### config.mk
export PLATFORM = sky130hd
export DESIGN_NAME = irq_ctl
export DESIGN_NICKNAME = d
export VERILOG_FILES = /design/src/design/pin_event_detect.v /design/src/design/irq_ctl.v
export VERILOG_INCLUDE_DIRS = /design/src /design/src/design
export SDC_FILE = /design/constraint.sdc
export NUM_CORES = 1
export LEC_CHECK = 0
export ABC_CLOCK_PERIOD_IN_PS = 1700
export BUFFER_PORTS_ARGS = -buffer_cell sky130_fd_sc_hd__buf_2
export CORE_ASPECT_RATIO = 1.1
export CORE_MARGIN = 5
export CORE_UTILIZATION = 49
export DETAILED_ROUTE_END_ITERATION = 7
export GPL_ROUTABILITY_DRIVEN = 0
export PLACE_DENSITY_LB_ADDON = 0.12
export SLEW_MARGIN = 30
export SYNTH_ARGS = -nofsm -noshare
export SYNTH_HDL_FRONTEND = slang
export SYNTH_SLANG_ARGS = --single-unit
export TNS_END_PERCENT = 100
### constraint.sdc
create_clock -name pclk -period 1.7 [get_ports pclk]
set_input_delay 0.34 -clock pclk [delete_from_list [all_inputs] [get_ports pclk]]
set_output_delay 0.34 -clock pclk [all_outputs]
set_load 0.05 [all_outputs]
### src/design/irq_ctl_regs.vh
// irq_ctl_regs.vh: register offsets, bit positions and reset values
// for the core interrupt enable and flag block.
// assumes a 32-bit apb slave, one aligned word per register.
`ifndef IRQ_CTL_REGS_VH
`define IRQ_CTL_REGS_VH

// byte offsets
`define OFF_CTRL        8'h00
`define OFF_PERIPH_EN   8'h04
`define OFF_PIN_SEL     8'h08
`define OFF_T0_COUNT    8'h0c
`define OFF_FLAG_VIEW   8'h10

// interrupt_control bit positions
`define B_GLOBAL_EN     7
`define B_GROUP_EN      6
`define B_T0_OVF_EN     5
`define B_EXT_EN        4
`define B_CHG_EN        3
`define B_T0_OVF_FLAG   2
`define B_EXT_FLAG      1
`define B_CHG_FLAG      0

// peripheral_irq_enable_one bit positions
`define B_ADC_EN        6
`define B_COLL_EN       5
`define B_SER_EN        4
`define B_T2_EN         1
`define B_T1_EN         0

// implemented bits of peripheral_irq_enable_one
`define PERIPH_EN_MASK  8'h73
`define PERIPH_EN_RESET 8'h00
`define CTRL_RESET      1'b0
`define SEL_RESET       1'b0

// vector loaded into the program counter when a request is taken
`define IRQ_VECTOR      13'h0004
`define T0_COUNT_TOP    8'hff
`define T0_COUNT_STEP   8'h01

`endif

### src/design/pin_event_detect.v
// pin_event_detect: two-flop synchroniser and edge detection per pin.
// assumes pins are asynchronous to pclk; outputs are one-cycle pulses.
`timescale 1ns/1ns
`default_nettype none

module pin_event_detect #(
  parameter N = 1
) (
  // clock and reset
  input  wire         pclk,
  input  wire         presetn,
  // raw pins
  input  wire [N-1:0] pin,
  // events, one cycle each
  output wire [N-1:0] rise,
  output wire [N-1:0] fall
);

  reg [N-1:0] meta;
  reg [N-1:0] sync;
  reg [N-1:0] prev;

  always @(posedge pclk or negedge presetn) begin
    if (!presetn) begin
      meta <= {N{1'b0}};
      sync <= {N{1'b0}};
      prev <= {N{1'b0}};
    end else begin
      meta <= pin;
      sync <= meta;
      prev <= sync;
    end
  end

  assign rise = sync & ~prev;
  assign fall = ~sync & prev;

endmodule

`default_nettype wire

### src/design/irq_ctl.v
// irq_ctl: interrupt control and first peripheral enable registers,
// flag capture and the interrupt request to the core.
// assumes an apb master on pclk, peripheral flags on pclk, raw pins
// for the external interrupt and the change-monitored pins.
//
// Operation
// global enable 1 passes enabled interrupts, 0 blocks all
// peripheral group enable 1 passes enabled peripheral interrupts
// peripheral interrupts need group enable and their own enable
// timer0 overflow enable gates the timer0 overflow interrupt
// external pin enable gates the external pin interrupt
// pin change needs its enable and the per-pin select register
// timer0 rollover sets its flag, held until software writes 0
// timer0 counter keeps its value through reset
// external pin event sets its flag until software clears it
// pin change flag shows whether any monitored pin changed
// adc enable passes or masks the adc interrupt
// serial collision enable passes or masks collision interrupt
// serial port enable passes or masks serial port interrupt
// timer2 enable passes or masks timer2 interrupt
// timer1 enable passes or masks timer1 interrupt
// unused peripheral enable bits ignore writes and read zero
// taking an interrupt clears global enable and loads the vector
// return from interrupt sets global enable again
// edge select picks rising or falling external pin edge
// flags set regardless of their enables or global enable
// request when global enable and an enabled flag is pending
// reset clears control bits 7..1 and peripheral enables
`timescale 1ns/1ns
`default_nettype none
`include "irq_ctl_regs.vh"

module irq_ctl #(
  parameter PINS = 6
) (
  // clock and reset
  input  wire            pclk,
  input  wire            presetn,
  // apb slave
  input  wire            psel,
  input  wire            penable,
  input  wire            pwrite,
  input  wire [7:0]      paddr,
  input  wire [31:0]     pwdata,
  output reg  [31:0]     prdata,
  output reg             pready,
  output reg             pslverr,
  // event sources
  input  wire            timer0_tick,
  input  wire            ext_pin,
  input  wire            ext_edge_select,
  input  wire [PINS-1:0] change_pins,
  input  wire [7:0]      periph_flags,
  // core side
  input  wire            irq_taken,
  input  wire            return_from_irq,
  output reg             irq_request,
  output reg  [12:0]     irq_vector
);

  function hit;
    input [7:0] addr;
    input [7:0] off;
    begin
      hit = (addr == off);
    end
  endfunction

  // control and flag state
  reg            global_irq_enable;
  reg            peripheral_group_enable;
  reg            timer0_overflow_enable;
  reg            ext_pin_irq_enable;
  reg            pin_change_enable;
  reg            timer0_overflow_flag;
  reg            ext_pin_irq_flag;
  reg            pin_change_flag;
  reg  [7:0]     peripheral_irq_enable_one;
  reg  [PINS-1:0] pin_change_select_reg;
  reg  [7:0]     timer0_counter;

  wire [PINS-1:0] chg_rise;
  wire [PINS-1:0] chg_fall;
  wire            ext_rise;
  wire            ext_fall;

  // apb decode
  wire access   = psel & penable & pready;
  wire wr       = access & pwrite;
  wire wr_ctl   = wr & hit(paddr, `OFF_CTRL);
  wire wr_pie   = wr & hit(paddr, `OFF_PERIPH_EN);
  wire wr_sel   = wr & hit(paddr, `OFF_PIN_SEL);
  wire wr_cnt   = wr & hit(paddr, `OFF_T0_COUNT);
  wire mapped   = hit(paddr, `OFF_CTRL) | hit(paddr, `OFF_PERIPH_EN) |
                  hit(paddr, `OFF_PIN_SEL) | hit(paddr, `OFF_T0_COUNT) |
                  hit(paddr, `OFF_FLAG_VIEW);

  // events
  wire t0_roll   = timer0_tick & (timer0_counter == `T0_COUNT_TOP);
  wire ext_evt   = ext_edge_select ? ext_rise : ext_fall;
  wire pin_evt   = |((chg_rise | chg_fall) & pin_change_select_reg);

  pin_event_detect #(.N(1)) u_ext (
    .pclk    (pclk),
    .presetn (presetn),
    .pin     (ext_pin),
    .rise    (ext_rise),
    .fall    (ext_fall)
  );

  pin_event_detect #(.N(PINS)) u_chg (
    .pclk    (pclk),
    .presetn (presetn),
    .pin     (change_pins),
    .rise    (chg_rise),
    .fall    (chg_fall)
  );

  // interrupt_control bits 7..1 and enables
  always @(posedge pclk or negedge presetn) begin
    if (!presetn) begin
      global_irq_enable       <= `CTRL_RESET;
      peripheral_group_enable <= `CTRL_RESET;
      timer0_overflow_enable  <= `CTRL_RESET;
      ext_pin_irq_enable      <= `CTRL_RESET;
      pin_change_enable       <= `CTRL_RESET;
      timer0_overflow_flag    <= `CTRL_RESET;
      ext_pin_irq_flag        <= `CTRL_RESET;
      peripheral_irq_enable_one <= `PERIPH_EN_RESET;
      pin_change_select_reg   <= {PINS{`SEL_RESET}};
    end else begin
      if (wr_ctl) begin
        global_irq_enable       <= pwdata[`B_GLOBAL_EN];
        peripheral_group_enable <= pwdata[`B_GROUP_EN];
        timer0_overflow_enable  <= pwdata[`B_T0_OVF_EN];
        ext_pin_irq_enable      <= pwdata[`B_EXT_EN];
        pin_change_enable       <= pwdata[`B_CHG_EN];
      end
      if (return_from_irq)
        global_irq_enable <= 1'b1;
      if (irq_taken)
        global_irq_enable <= 1'b0;
      // flags: a set in the clearing cycle wins
      if (wr_ctl)
        timer0_overflow_flag <= pwdata[`B_T0_OVF_FLAG];
      if (t0_roll)
        timer0_overflow_flag <= 1'b1;
      if (wr_ctl)
        ext_pin_irq_flag <= pwdata[`B_EXT_FLAG];
      if (ext_evt)
        ext_pin_irq_flag <= 1'b1;
      if (wr_pie)
        peripheral_irq_enable_one <= pwdata[7:0] & `PERIPH_EN_MASK;
      if (wr_sel)
        pin_change_select_reg <= pwdata[PINS-1:0];
    end
  end

  // pin change flag: not reset, undefined until first write or event
  always @(posedge pclk) begin
    if (wr_ctl)
      pin_change_flag <= pwdata[`B_CHG_FLAG];
    if (pin_evt)
      pin_change_flag <= 1'b1;
  end

  // timer0 counter holds through reset
  always @(posedge pclk) begin
    if (wr_cnt)
      timer0_counter <= pwdata[7:0];
    else if (timer0_tick)
      timer0_counter <= timer0_counter + `T0_COUNT_STEP;
  end

  // request gating
  wire [7:0] pie = peripheral_irq_enable_one;
  wire adc_hit  = pie[`B_ADC_EN]  & periph_flags[`B_ADC_EN];
  wire bcl_hit  = pie[`B_COLL_EN] & periph_flags[`B_COLL_EN];
  wire ssp_hit  = pie[`B_SER_EN]  & periph_flags[`B_SER_EN];
  wire tm2_hit  = pie[`B_T2_EN]   & periph_flags[`B_T2_EN];
  wire tm1_hit  = pie[`B_T1_EN]   & periph_flags[`B_T1_EN];
  wire per_hit  = peripheral_group_enable &
                  (adc_hit | bcl_hit | ssp_hit | tm2_hit | tm1_hit);
  wire t0_hit   = timer0_overflow_enable & timer0_overflow_flag;
  wire ext_hit  = ext_pin_irq_enable & ext_pin_irq_flag;
  wire chg_hit  = pin_change_enable & pin_change_flag;
  wire next_irq = global_irq_enable &
                  (t0_hit | ext_hit | chg_hit | per_hit);

  always @(posedge pclk or negedge presetn) begin
    if (!presetn) begin
      irq_request <= 1'b0;
      irq_vector  <= `IRQ_VECTOR;
    end else begin
      irq_request <= next_irq & ~irq_taken;
      irq_vector  <= `IRQ_VECTOR;
    end
  end

  // read mux
  reg [31:0] next_rdata;
  always @* begin
    next_rdata = 32'h0000_0000;
    if (hit(paddr, `OFF_CTRL))
      next_rdata[7:0] = {global_irq_enable, peripheral_group_enable,
                         timer0_overflow_enable, ext_pin_irq_enable,
                         pin_change_enable, timer0_overflow_flag,
                         ext_pin_irq_flag, pin_change_flag};
    else if (hit(paddr, `OFF_PERIPH_EN))
      next_rdata[7:0] = peripheral_irq_enable_one & `PERIPH_EN_MASK;
    else if (hit(paddr, `OFF_PIN_SEL))
      next_rdata[PINS-1:0] = pin_change_select_reg;
    else if (hit(paddr, `OFF_T0_COUNT))
      next_rdata[7:0] = timer0_counter;
    else if (hit(paddr, `OFF_FLAG_VIEW))
      next_rdata[7:0] = periph_flags & `PERIPH_EN_MASK;
  end

  // one registered access cycle after setup
  always @(posedge pclk or negedge presetn) begin
    if (!presetn) begin
      prdata  <= 32'h0000_0000;
      pready  <= 1'b0;
      pslverr <= 1'b0;
    end else begin
      pready  <= psel & ~penable;
      pslverr <= psel & ~penable & ~mapped;
      if (psel & ~penable & ~pwrite)
        prdata <= next_rdata;
    end
  end

endmodule

`default_nettype wire

# ---- Word level (Yosys, flattened, before mapping)
# Cells that the tools add are included.
dict set report word_totals {
  ff_bits 59
  inputBits 64
  out_inout_bits 48
  elab_cells 96
}
dict set report classes {
  add_sub_neg 1
  n_eq_ne 5
  n_mux 16
  bitwise_logic 47
  reduce_logical 6
}
# op count
set op_table {}
lappend op_table {{$mux W8} 5}
lappend op_table {{$and A1 B1 Y1} 24}
lappend op_table {{$and A6 B6 Y6} 3}
lappend op_table {{$eq A8 B4 Y1 const B} 2}
lappend op_table {{$not A6 Y6} 2}
lappend op_table {{$or A1 B1 Y1} 11}
lappend op_table {{$add A8 B1 Y8 const B} 1}
lappend op_table {{$eq A8 B3 Y1 const B} 1}
lappend op_table {{$eq A8 B5 Y1 const B} 1}
lappend op_table {{$eq A8 B8 Y1 const B} 1}
lappend op_table {{$logic_not A8 Y1} 1}
lappend op_table {{$mux W1} 8}
lappend op_table {{$mux W7} 1}
lappend op_table {{$mux W6} 1}
lappend op_table {{$not A1 Y1} 6}
lappend op_table {{$or A6 B6 Y6} 1}
lappend op_table {{$reduce_bool A2 Y1} 3}
lappend op_table {{$reduce_or A6 Y1} 1}
lappend op_table {{$reduce_bool A3 Y1} 1}
lappend op_table {{$mux W2} 1}

# ---- Depth between registers and ports, before layout
# Gate-level depths: netlist of run 1.
dict set report depth {
  ltp_word 9
  ltp_mapped 6
  mapped_depth_nobuf 5
}

# ---- Cells and area by module
# Synthesis of run 1 repeated with hierarchy kept, for this count alone.
dict set report unflattened {
  hier_cells 258
  area_unflattened_um2 2934.1
}
# module instances cells_per_inst area_per_inst_um2 seq_area_each_um2
set by_module_without_submodules {}
lappend by_module_without_submodules {irq_ctl 1 223 2288.4 985.9}
lappend by_module_without_submodules {{pin_event_detect at u_chg} 1 30 555.5 450.4}
lappend by_module_without_submodules {{pin_event_detect at u_ext} 1 5 90.1 75.1}

# ---- Least setup slack after synthesis of run 1
# OpenSTA, ideal clock, no wires.
dict set report synth_path {
  path_kind {input-to-reg}
  start {input port paddr[7]}
  end {register timer0_counter[0] (enable)}
  setup_ns 0.335
  arrival_time_ns 1.621
  path_slack_ns -0.255
  path_stages 5
  path_buffers 1
  cell_sequence {or4_1 buf_2 nor2_8 nand4_4 nand2b_1}
}
dict set report synth_between {
  elab_chain_len 3
}
# element line
set synth_lines {}
lappend synth_lines {{start: declaration} irq_ctl.v:43} ;# input wire [7:0] paddr,
lappend synth_lines {{$eq A8 B4 Y1} irq_ctl.v:65} ;# hit = (addr == off);
lappend synth_lines {{$and A1 B1 Y1} irq_ctl.v:93} ;# wire wr_cnt = wr & hit(paddr, `OFF_T0_COUNT);
lappend synth_lines {{$reduce_bool A2 Y1 (no line)} --}
lappend synth_lines {{end signal: assignment} irq_ctl.v:170} ;# timer0_counter <= pwdata[7:0];
lappend synth_lines {{end signal: assignment} irq_ctl.v:172} ;# timer0_counter <= timer0_counter + `T0_COUNT_STEP;
lappend synth_lines {{end: declaration} irq_ctl.v:80} ;# reg [7:0] timer0_counter;
# No other way between the ends.
# A chain may end at the register's enable or synchronous reset.

# ---- Worst setup path in the final report of run 1
dict set report layout_path {
  start {input port paddr[7]}
  end {register pin_change_select_reg[2]}
}
dict set report layout_between {
  elab_chain_len 2
}
# element line
set layout_lines {}
lappend layout_lines {{$eq A8 B4 Y1} irq_ctl.v:65}
lappend layout_lines {{$and A1 B1 Y1} irq_ctl.v:92} ;# wire wr_sel = wr & hit(paddr, `OFF_PIN_SEL);
lappend layout_lines {{end signal: assignment} irq_ctl.v:130} ;# pin_change_select_reg <= {PINS{`SEL_RESET}};
lappend layout_lines {{end signal: assignment} irq_ctl.v:155} ;# pin_change_select_reg <= pwdata[PINS-1:0];
lappend layout_lines {{end: declaration} irq_ctl.v:79} ;# reg [PINS-1:0] pin_change_select_reg;
# No other way between the ends.

==> run summary, run 1 <==
The sum of negative setup slack is 0 ns. The post-synthesis average cell area came out at about 12 µm². The initial antenna violation count is 0. Net switching is 29.4% of the power. For flop-to-flop paths, the worst setup slack is 0.12 ns. The instance count of the mapped netlist is 249. The share of synthesized registers carrying an async set or reset is 84.7%. The switching power total came out at ~900 µW. The part of the power in registers came out at roughly half.

In this run, the number of DRC markers left after iteration 0 of detailed routing was 100. The count of final max-slew check failures is 0. The internal power summed over all cells came out at between 2 and 2.5 mW. The maximum level of the CTS H-tree is 3. The worst endpoint data arrival time is ~1.9 ns. The clock transition at the registers of the reported paths came out at about 0.07 ns. The routed layout has 1982 vias. The worst setup skew after layout is roughly 0.0047 ns. The total overflow reported by the global router came out at 0.

The power per standard cell area is about 900 nW/µm². The number of core rows is 29. The number of DRC violations after detailed routing came out at 0. The reg-to-reg endpoint is peripheral_irq_enable_one[4].

The number of enable flip-flop cells after synthesis came out at 8. The count of port buffers added during placement is 47. The number of I/O pins came out at approximately 110.

The via count of the first global-routing pass is between 2k and 2.5k. The min-delay analysis places its worst path in the category in -> reg. The final worst setup slack came out at about 0.05 ns. The post-detailed-route count of antenna-violating nets came out at 0. The worst hold path terminates at u_chg.meta[2]. The routed length per placed instance came out at roughly 15 µm. The first detailed-routing pass ran for 4 iterations.

The clock tree from TritonCTS is yes. The worst vdd rail ir drop came out at approximately 0.00054 V. The relative contribution of combinational cells to total power came out at between 10% and 20%. The first global-routing pass estimated 10.1 mm of wire. The library cell used most frequently in the layout, excluding fill and tap cells, is sky130_fd_sc_hd__dfrtp_1.

The die is between 90 and 100 µm tall. The maximum clock path buffer count came out at 2. The starting density of the core is roughly half. The number of cells traversed by the worst hold path came out at 1.

Summing every instance area after synthesis gives approximately 3000 µm². For the worst setup path, the data required time is around 1.9 ns. Clock tree synthesis selected as its root buffer the cell sky130_fd_sc_hd__clkbuf_8. Compared with the post-synthesis result, the final layout area differs by 19.0%. The most used flip-flop cell after synthesis is sky130_fd_sc_hd__dfrtp_1.

The final antenna diode count is 0. The largest fanout on the critical path came out at 6. The setup-violating endpoint count in the final report is 0. Yosys mapped the design onto 47 distinct sky130hd cell types. The number of endpoints with negative hold slack in the final report was 0. The register area share after synthesis came out at between 50% and 60%. Per report_power, the clock group accounts for between 30% and 40% of the total. The core region is between 5000 and 6000 µm².

The minimum setup slack after placement is -0.303 ns. The final period demand of the worst path came out at between 1.5 and 2 ns. The sink count of the clock tree is 59.

The post-route netlist has between 30% and 40% of its cells at a drive strength greater than 1. The maximum achievable frequency is slightly above 600 MHz. Setup repair after global routing left no endpoint under its margin. The number of cells on the worst reg-to-reg path came out at 5. The type of element capturing the critical path is a register. The HPWL after detailed placement is ~4.7 mm. The post-detailed-routing wire length is roughly 6.2 mm. The die boundary width is approximately 84 µm. The die area is around 7700 µm². In the final layout, the registers with the most flip-flops are prdata: 8 flops, timer0_counter: 8 flops.

The number of warnings issued by yosys came out at 0. The overall global routing resource usage came out at 17.1%. In the routed layout, each cell is associated on average with a via count of approximately 5.0. In this run, synthesis produced a sequential element count of 59.

The element type at the critical path start is a primary input. The type of the worst setup path is in -> reg. The run finished with clean final reports. Post-CTS timing repair inserted 0 buffers for setup.

The clock insertion delay at the later pin of the skew report came out at 0.34 ns. Counting the buffers created by CTS gives 9. The library cells used most frequently in the layout, excluding fill and tap cells, are sky130_fd_sc_hd__dfrtp_1, sky130_fd_sc_hd__buf_2, sky130_fd_sc_hd__conb_1. The static leakage came out at 1.71 nW. The beginning of the worst register-to-register path is pready. The count of maximum capacitance violations came out at 0. The pin count of the biggest net entering global routing came out at slightly above 50. The number of nets at the end of the flow came out at about 380.

The startpoint identified for the worst hold timing path is change_pins[2]. The final period utilization came out at a little over nine tenths.
## per-layer routing
| layer | vias to the layer above | wire length (µm) | track usage (%) |
|---|---|---|---|
| met4 | 0 | 124 | 6.70 |
| met2 | 61 | 2960 | 26.8 |
| met5 | - | 0 | 0 |
| met1 | 958 | 2700 | 22.1 |
| met3 | 11 | 364 | 5.52 |
| li1 | 952 | - | - |
## layout make-up
cell class	instances	area [µm²]
multi-input combinational	175	1290
sequential	59	1510
tap	77	96.3
inverter	4	15.0
fill	507	2300
timing repair buffer	67	413
clock inverter	4	25.0
clock buffer	12	155
## power groups by stage
stage               combinational [mW]  clock (mW)  sequential, mW
floorplan                        0.384           0            1.56
global placement                 0.461           0            1.56
detailed placement               0.464           0            1.56
CTS                              0.467        1.18            1.53
global route                     0.504        1.26            1.54
finish                           0.468        1.15            1.53
## per-stage QoR
step	instance area, µm²	total power [mW]	instances	hold slack (ns)	utilization [%]
floorplan	3140	1.94	284	0.0444	-
global placement	3310	2.02	381	0.332	57.0
detailed placement	3310	2.02	381	0.336	57.0
CTS	3500	3.18	398	0.0929	60.3
global route	3510	3.30	398	0.0838	60.4
finish	3510	3.15	398	0.106	60.4
## worst max path at each step
| stage | slack (ns) | endpoint | from | cells after the start |
|---|---|---|---|---|
| floorplan | -0.21 | pin_change_select_reg[0] | paddr[7] | 6 |
| global route | 0.006 | timer0_counter[1] | paddr[7] | 5 |
| finish | 0.05 | pin_change_select_reg[2] | paddr[7] | 6 |
| global placement | -0.29 | pin_change_select_reg[4] | paddr[7] | 6 |
| CTS | 0.05 | pin_change_select_reg[2] | paddr[7] | 6 |
| detailed placement | -0.30 | timer0_counter[5] | paddr[7] | 5 |
## kinds of logic (layout without fill, tap and decap cells)
| family | Yosys count | in the layout | synth area share [%] |
|---|---|---|---|
| DFF | 59 | 59 | 51.3 |
| and+or+nand+nor | 55 | 55 | 11.8 |
| buffers and inverters | 50 | 87 | 11.3 |
| AOI/OAI and AO/OA | 39 | 39 | 9.72 |
| muxes | 31 | 31 | 11.6 |
| xor gates and xnor gates | 12 | 12 | 3.57 |
| other | 2 | 37 | 0.255 |
| adders and majority gates | 1 | 1 | 0.425 |
## cells in the mapped netlist, types with 2 or more instances
cell                        n  area share, %
sky130_fd_sc_hd__mux2_2    26            9.9
sky130_fd_sc_hd__buf_4     38            9.7
sky130_fd_sc_hd__nand2_1   12            1.5
sky130_fd_sc_hd__and3_1     2           0.42
sky130_fd_sc_hd__a32o_1     4            1.4
sky130_fd_sc_hd__conb_1     2           0.25
sky130_fd_sc_hd__inv_1      4           0.51
sky130_fd_sc_hd__edfxtp_1   8            8.2
sky130_fd_sc_hd__nor3_1     2           0.34
sky130_fd_sc_hd__a22oi_1    6            1.5
sky130_fd_sc_hd__xnor2_1    3           0.89
sky130_fd_sc_hd__dfrtp_1   50             42
sky130_fd_sc_hd__nand2b_1   6            1.3
sky130_fd_sc_hd__o31ai_1    2           0.51
sky130_fd_sc_hd__nor2_1    15            1.9
sky130_fd_sc_hd__nand3_1    4           0.68
sky130_fd_sc_hd__o41ai_1    2           0.59
sky130_fd_sc_hd__nor2b_1    3           0.64
sky130_fd_sc_hd__a21oi_1    4           0.68
sky130_fd_sc_hd__o211ai_1   5            1.3
sky130_fd_sc_hd__buf_2      3           0.51
sky130_fd_sc_hd__clkbuf_1   4           0.51
sky130_fd_sc_hd__xor2_1     9            2.7
sky130_fd_sc_hd__mux2i_1    5            1.7
sky130_fd_sc_hd__a222oi_1   2           0.68
sky130_fd_sc_hd__o21ai_0    7            1.2
## worst max-delay path: stages
cell and delay [ns]:
sky130_fd_sc_hd__buf_2 0.10, sky130_fd_sc_hd__or4_4 0.57, sky130_fd_sc_hd__nor2_8 0.17, sky130_fd_sc_hd__and4b_1 0.25, sky130_fd_sc_hd__buf_12 0.14, sky130_fd_sc_hd__mux2_4 0.29
## timing repair
| item | in CTS | in global routing |
|---|---|---|
| hold buffers | 1 | 0 |
| hold endpoints to repair | 50 | 0 |
| setup endpoints to repair | 0 | 8 |
| gates resized for setup | 0 | 1 |
No activity file was read; power rests on OpenSTA's default activity.
==> inputs of run 2 (changes only) <==
==> constraint.sdc (replaced) <==
create_clock -name pclk -period 1.7 [get_ports pclk]
set_input_delay 0.17 -clock pclk [delete_from_list [all_inputs] [get_ports pclk]]
set_output_delay 0.17 -clock pclk [all_outputs]
set_load 0.05 [all_outputs]
==> run 2 against run 1 <==
  * Die area unchanged
  * Sequential share of layout area down 0.74 points
  * Clock power grew 15%
  * Core utilization is 1.1 points higher
  * Setup slack improved by 0.093 ns
  * Critical path depth is 1 lower
  * Fmax increased by 6.0%
  * Combinational power is 2% higher
  * Hold slack got worse by 0.079 ns
  * Count of clock-buffer cells in the layout up 2
  * Via count is 0.66% lower
  * Total power up 5.5%
  * Largest cell class unchanged
==> run summary, run 2 (same netlist as run 1, synthesis figures left out) <==
The run finished with clean final reports. The share of the core filled with cells is slightly above 60%. The number of core rows came out at 29. The die area is 7670 µm². The final cell count without fillers came out at 403. For this run, design rule violations remaining after detail routing come to 0. The pre-antenna-repair detailed-routing pass consisted of 4 iterations. Based on the critical path, the design can be clocked at up to 642 MHz. The root buffer selected by CTS is sky130_fd_sc_hd__clkbuf_8. The worst setup skew after layout is roughly 0.013 ns. The final antenna diode count is 0.

The HPWL after detailed placement is about 4.6 mm. The via count of the first global-routing pass came to just over 2k. The area taken by flip-flops and latches is around 1500 µm².

The initial antenna violation count came out at 0. The overall global routing resource usage came out at between 10% and 20%. Of the total power, the clock network draws around two fifths. The worst hold margin is ~0.028 ns. The clock insertion delay at the later pin of the skew report came out at 0.33 ns. The pin count of the biggest net entering global routing came out at 31.

The number of buffers and inverters on the critical path came out at 1. Traced cell by cell, the critical path runs through and4_4 > nand2_2 > nor4_4 > buf_4 > mux2_2. The min-delay analysis places its worst path in the category in -> reg. No sink is reached through more buffers than the 2 on the longest clock path. The clock transition at the registers of the reported paths is 0.06 ns. Summed over all cells, the static leakage comes to ~1.7 nW. The total overflow reported by the global router came out at 0. The worst max-slew margin expressed relative to the limit came out at between 60% and 70%. The slew at the pin closest to its max-slew limit came out at between 0.5 and 0.6 ns. Once detail routing completed, the nets flagged for antenna violations numbered 0. The relative contribution of combinational cells to total power is roughly 14%. The final period utilization came out at roughly 92%. During placement, the flow inserted port buffers numbering 47. The worst setup path is launched from a register. For this configuration, the core starts out at a cell density of 50.8%. The count of final max-slew check failures was 0. The CTS buffer count came out at 9. On the critical path the largest part of the delay comes from simple AND/OR/NAND/NOR gates. The number of I/O pins is between 100 and 150. The setup-violating endpoint count in the final report came out at 0.

Sequential cells burn between 40 and 50% of the power. The total number of vias came out at between 1.5k and 2k. The setup path with the least slack is of type reg -> reg. The number of resized instances in the post-cts repair step is 0. The largest individual stage delay along the critical path comes from the cell sky130_fd_sc_hd__dfrtp_2. STA classifies the critical path endpoint as a register. The final layout contains about 390 nets. At the worst endpoint, the required time is ~1.9 ns. The sink count of the clock tree came out at 59.

The largest single stage delay on the critical path is between 0.3 and 0.4 ns. The multi-input combinational cell area came out at ~1300 µm². The final period demand of the worst path is roughly 1.6 ns. The placed instance count came out at 378. Across the run, the number of max-cap violations was 0. The switching part of the total came out at a little over a quarter. The commonest non-fill, non-tap cell in the layout is sky130_fd_sc_hd__dfrtp_1. The number of endpoints with negative hold slack in the final report came out at 0. The H-tree was split into 3 levels. Along the worst path, the maximum fanout reaches 5. In this run the power spent charging and discharging nets is 899 µW. The worst vdd rail ir drop is about 0.00065 V. The top cell types in the final layout, fill and taps aside, are sky130_fd_sc_hd__dfrtp_1, sky130_fd_sc_hd__buf_2, sky130_fd_sc_hd__conb_1. Setup repair after global routing left no endpoint under its margin. The worst endpoint data arrival time came out at 1.77 ns.

Once the clock tree was built, the setup fixing pass inserted 0 buffers. The number of fillers in the final layout is between 500 and 600. Cells with a size suffix above 1 make up between 30% and 40% of the layout. The total area inside the core boundary comes to just under 6000 µm².

The first-pass GRT wire length came out at roughly 10 mm. The largest registers in the layout are prdata: 8 flops, timer0_counter: 8 flops. The post-detailed-routing wire length is around 6.3 mm. The power per standard cell area came out at ~930 nW/µm². The starting DRC count in detailed routing is between 90 and 100. TritonCTS built the clock tree. The internal portion of the total power is around 2.4 mW.

The die boundary width is 83.9 µm. The growth of design area from synthesis to finish is 21.1%. The vertical die dimension is around 91 µm.

The per-cell via count in the routed design is approximately 4.9. The routed length per placed instance came out at between 15 and 20 µm.
==> run 2: cell types whose count changed in the layout (fill, tap and decap cells not counted) <==
| cell | change |
|---|---|
| sky130_fd_sc_hd__clkinvlp_4 | -2 |
| sky130_fd_sc_hd__clkbuf_8 | +1 |
| sky130_fd_sc_hd__clkbuf_1 | +1 |
| sky130_fd_sc_hd__mux2_2 | +5 |
| sky130_fd_sc_hd__mux2_4 | -5 |
| sky130_fd_sc_hd__bufinv_16 | +1 |
| sky130_fd_sc_hd__clkinv_2 | -1 |
| sky130_fd_sc_hd__dlygate4sd3_1 | +8 |
| sky130_fd_sc_hd__nand2b_4 | -1 |
| sky130_fd_sc_hd__nand2b_2 | +1 |
| sky130_fd_sc_hd__buf_4 | -3 |
==> run 2: routing by layer <==
metal | part of all wire, % | vias up | GRT usage (%)
met4 | 0.98 | 0 | 6.43
met1 | 43 | 942 | 22.1
met5 | 0 | - | 0
met2 | 50 | 63 | 28.6
li1 | - | 957 | -
met3 | 5.9 | 7 | 4.89
==> run 2: path summary, 6_finish.rpt <==
| check | start | end | slack, ns | depth (start not counted) |
|---|---|---|---|---|
| worst max-delay path | pready | peripheral_irq_enable_one[4] | 0.14 | 5 |
| worst min-delay path | penable | pready | 0.03 | 2 |
| min in group asynchronous | presetn | global_irq_enable | 0.36 | 2 |
| worst min register to register | u_chg.meta[1] | u_chg.sync[1] | 0.35 | 0 |
| max in group asynchronous | presetn | pready | 0.79 | 3 |
| worst max register to register | pready | peripheral_irq_enable_one[4] | 0.14 | 5 |
==> run 2: per-stage QoR <==
step	total power, mW	setup slack, ns	area, µm²	TNS [ns]
finish	3.33	0.143	3570	0
global route	3.49	0.0761	3570	0
CTS	3.37	0.132	3570	0
detailed placement	2.02	-0.123	3270	-3.10
global placement	2.02	-0.122	3270	-2.97
floorplan	1.94	-0.0482	3120	-0.289
==> run 2: final cells by class <==
type                            count  area share, %
Clock buffer                       14           4.84
Inverter                            4          0.421
Tap cell                           77           2.70
Multi-Input combinational cell    175           35.5
Timing Repair Buffer               72           13.2
Clock inverter                      2          0.982
Sequential cell                    59           42.4
==> run 2: power by group through the flow <==
| stage | clock network (mW) | logic (mW) | registers [mW] |
|---|---|---|---|
| 2_1_floorplan | 0 | 0.383 | 1.56 |
| 3_3_place_gp | 0 | 0.460 | 1.56 |
| 3_5_place_dp | 0 | 0.463 | 1.56 |
| 4_1_cts | 1.36 | 0.480 | 1.53 |
| 5_1_grt | 1.43 | 0.519 | 1.54 |
| 6_report | 1.32 | 0.479 | 1.53 |
==> run 2: repair_timing <==
item                                   CTS  global route
setup endpoints to repair                0             0
endpoints found under the hold margin   28             0
hold buffers                             9             0
==> inputs of run 3 (changes only) <==
CORE_UTILIZATION = 45   (was 49)
GPL_TIMING_DRIVEN = 0   (was default)
==> run 3 against run 2 <==
  * Sequential share of layout area down 2.1 points
  * Wire length increased by 1.8%
  * Sequential cell count is the same
  * Core utilization is 3.5 points lower
  * Non-clock buffer count rose by 29
  * Die area rose by 7.9%
  * Register-to-register slack got worse by 0.07 ns
  * Count of clock-buffer cells in the layout shrank 3
  * First-iteration DRC count decreased by 3.2%
  * Cell count up 8.4%
  * Hold slack got worse by 0.0081 ns
  * Combinational power rose by 9.8%
  * Critical path type unchanged
  * Largest power group unchanged
  * Highest routed layer unchanged
==> run summary, run 3 (same netlist as run 1, synthesis figures left out) <==
The number of endpoints with negative hold slack in the final report is 0. The CTS buffer count is 9. The commonest non-fill, non-tap cell in the layout is sky130_fd_sc_hd__dfrtp_1. The worst setup path is of the reg -> reg kind. The register-to-register path setup slack came out at 0.08 ns. Together, buffers and inverters on the worst path number 0.

The maximum level of the CTS H-tree came out at 3. The final antenna diode count came out at 0. The routed length per placed instance came out at about 15 µm.

In this run the power density over the cells is between 800 and 900 nW/µm². The final period demand of the worst path came out at between 1.5 and 2 ns. For the pin with the worst max-slew slack, the measured transition is between 0.6 and 0.7 ns. The maximum clock path buffer count came out at 2. The number of DRC violations after detailed routing is 0. The minimum setup slack after placement is -0.263 ns.

The post-route netlist has about two fifths of its cells at a drive strength greater than 1. Leaving out fill and tap cells, the most frequent cells in the layout are sky130_fd_sc_hd__dfrtp_1, sky130_fd_sc_hd__buf_2, sky130_fd_sc_hd__buf_4. The maximum achievable frequency came out at 617 MHz. From synthesis to final layout, the design area changed by 27.4%. The worst vdd rail ir drop came out at roughly 0.00053 V. The beginning of the worst register-to-register path is timer0_counter[0].

The HPWL after detailed placement is ~4.8 mm. The number of cells on the worst reg-to-reg path is 5. The clock insertion delay at the later pin of the skew report came out at 0.33 ns. The starting DRC count in detailed routing came out at 90. The total non-filler cell area in the finished layout is around 3800 µm². The post-detailed-routing wire length came out at 6.37 mm. The initial utilization of the core area, before any placement, comes to between 40 and 50%.

The worst setup skew after layout came out at 0.00657 ns. Once detail routing completed, the nets flagged for antenna violations numbered 0. The endpoint identified for the worst register-to-register timing path is timer0_counter[6]. Counting the fill cells in the layout gives 570. The number of core rows came out at 31. The instance area after placement is 3460 µm².

The multi-input combinational cell area came out at between 1000 and 1500 µm². The die area is 8270 µm². The per-cell via count in the routed design is about 4.8. The overall global routing resource usage is 15.7%. Counting every sink on the clock net gives 59. The worst endpoint data arrival time came out at roughly 1.7 ns. The critical path ends at timer0_counter[6].

At the end of the flow the core is filled with cells to between 50 and 60%. The clock transition at the registers of the reported paths is about 0.070 ns. The worst max-slew margin expressed relative to the limit is 54.0%. The final worst setup slack is between 0.07 and 0.08 ns.

The flow ran to the end, and the final reports show no timing, DRC or antenna violations. The number of setup buffers added after CTS is 0. At the end of the flow, the number of nets in the layout was about 420.

The total overflow left after global routing is 0. Entering global routing, the biggest net connects a little over 50 pins. Setup violations remaining at the end of the flow were counted as 0.

Among all stages on the critical path, the largest delay is contributed by sky130_fd_sc_hd__edfxtp_1. The clock tree from TritonCTS is yes. The worst setup path is captured at a register.

The area taken by flip-flops and latches came out at between 1500 and 2000 µm². The routed layout has approximately 2.1k vias. The dominant delay contributor by cell family on the critical path is flip-flops. The number of I/O pins is around 110.

The tightest hold path in the finished design has a slack of a little under 0.02 ns. Setup repair after global routing left no endpoint under its margin. The critical path goes through ha_1 > nand3_1 > nor2_1 > xor2_1 > mux2_2. The required arrival time at the worst endpoint is approximately 1.8 ns. The die boundary width is about 87 µm. The static leakage came out at around 1.9 nW.

The initial antenna violation count was 0. In the final layout, the registers with the most flip-flops are prdata: 8 flops, timer0_counter: 8 flops. The count of final max-slew check failures was 0. The first global-routing pass estimated between 9 and 10 mm of wire.

The largest fanout on the critical path is 5. The critical path runs through a total of 5 cells. Input and output buffers added on the ports amount to 46. The total iterations of the first detailed-routing run came out at 4.

The count of maximum capacitance violations is 0. After clock tree synthesis, the repair step resized 0 gates. The core area came out at ~6500 µm².

In this run the clock root is driven by a sky130_fd_sc_hd__clkbuf_8. The via count of the first global-routing pass is a little under 2k. The final critical path takes up 95.4% of the cycle. The origin of the worst setup path is timer0_counter[0]. The peak per-stage delay on the critical path came out at between 0.4 and 0.5 ns. The classification of the worst-slack hold path is in -> reg. The vertical die dimension is between 90 and 100 µm.

Total power for the finished layout comes to between 3 and 4 mW. STA classifies the critical path startpoint as a register.
-- run 3: per-stage QoR --
stage / instances / TNS, ns
finish: 437 / 0
global route: 437 / 0
CTS: 437 / 0
detailed placement: 412 / -6.07
global placement: 412 / -5.89
floorplan: 284 / -0.289
-- run 3: how the worst min path moves through the flow --
stage                   startpoint            endpoint  slack [ns]  cells after the start
global route               penable              pready        0.02                      2
global placement    change_pins[5]       u_chg.meta[5]        0.28                      1
CTS                        penable              pready       0.007                      2
finish                     penable              pready        0.02                      2
floorplan                  presetn  ext_pin_irq_enable       -0.13                      0
detailed placement         presetn             pslverr        0.24                      1
-- run 3: repair_timing --
action,4_1_cts,5_1_grt
endpoints found under the hold margin,58,0
hold buffers,9,0
endpoints found under the setup margin,4,0
-- run 3: area by class of cell --
cell class / count / share of cell area [%]
plain buffers: 46 / 8.76
clock buffers: 11 / 4.63
clock inverters: 5 / 0.866
inverters: 4 / 0.400
multi-input cells: 175 / 33.7
flip-flops and latches: 59 / 40.3
well taps: 82 / 2.73
repair buffers: 55 / 8.60
-- run 3: routing by layer --
metal  track usage [%]  vias to the layer above  share of wire (%)
met5                 0                        -                  0
met4              7.42                        0                2.1
met3              3.58                       13                7.1
met2              25.3                       73                 49
met1              19.8                      966                 41
li1                  -                     1024                  -
-- run 3: where the power goes --
group          total [mW]  internal, mW  switching (mW)
clock network        1.28         0.704           0.572
registers            1.53          1.49          0.0411
logic               0.526         0.185           0.342
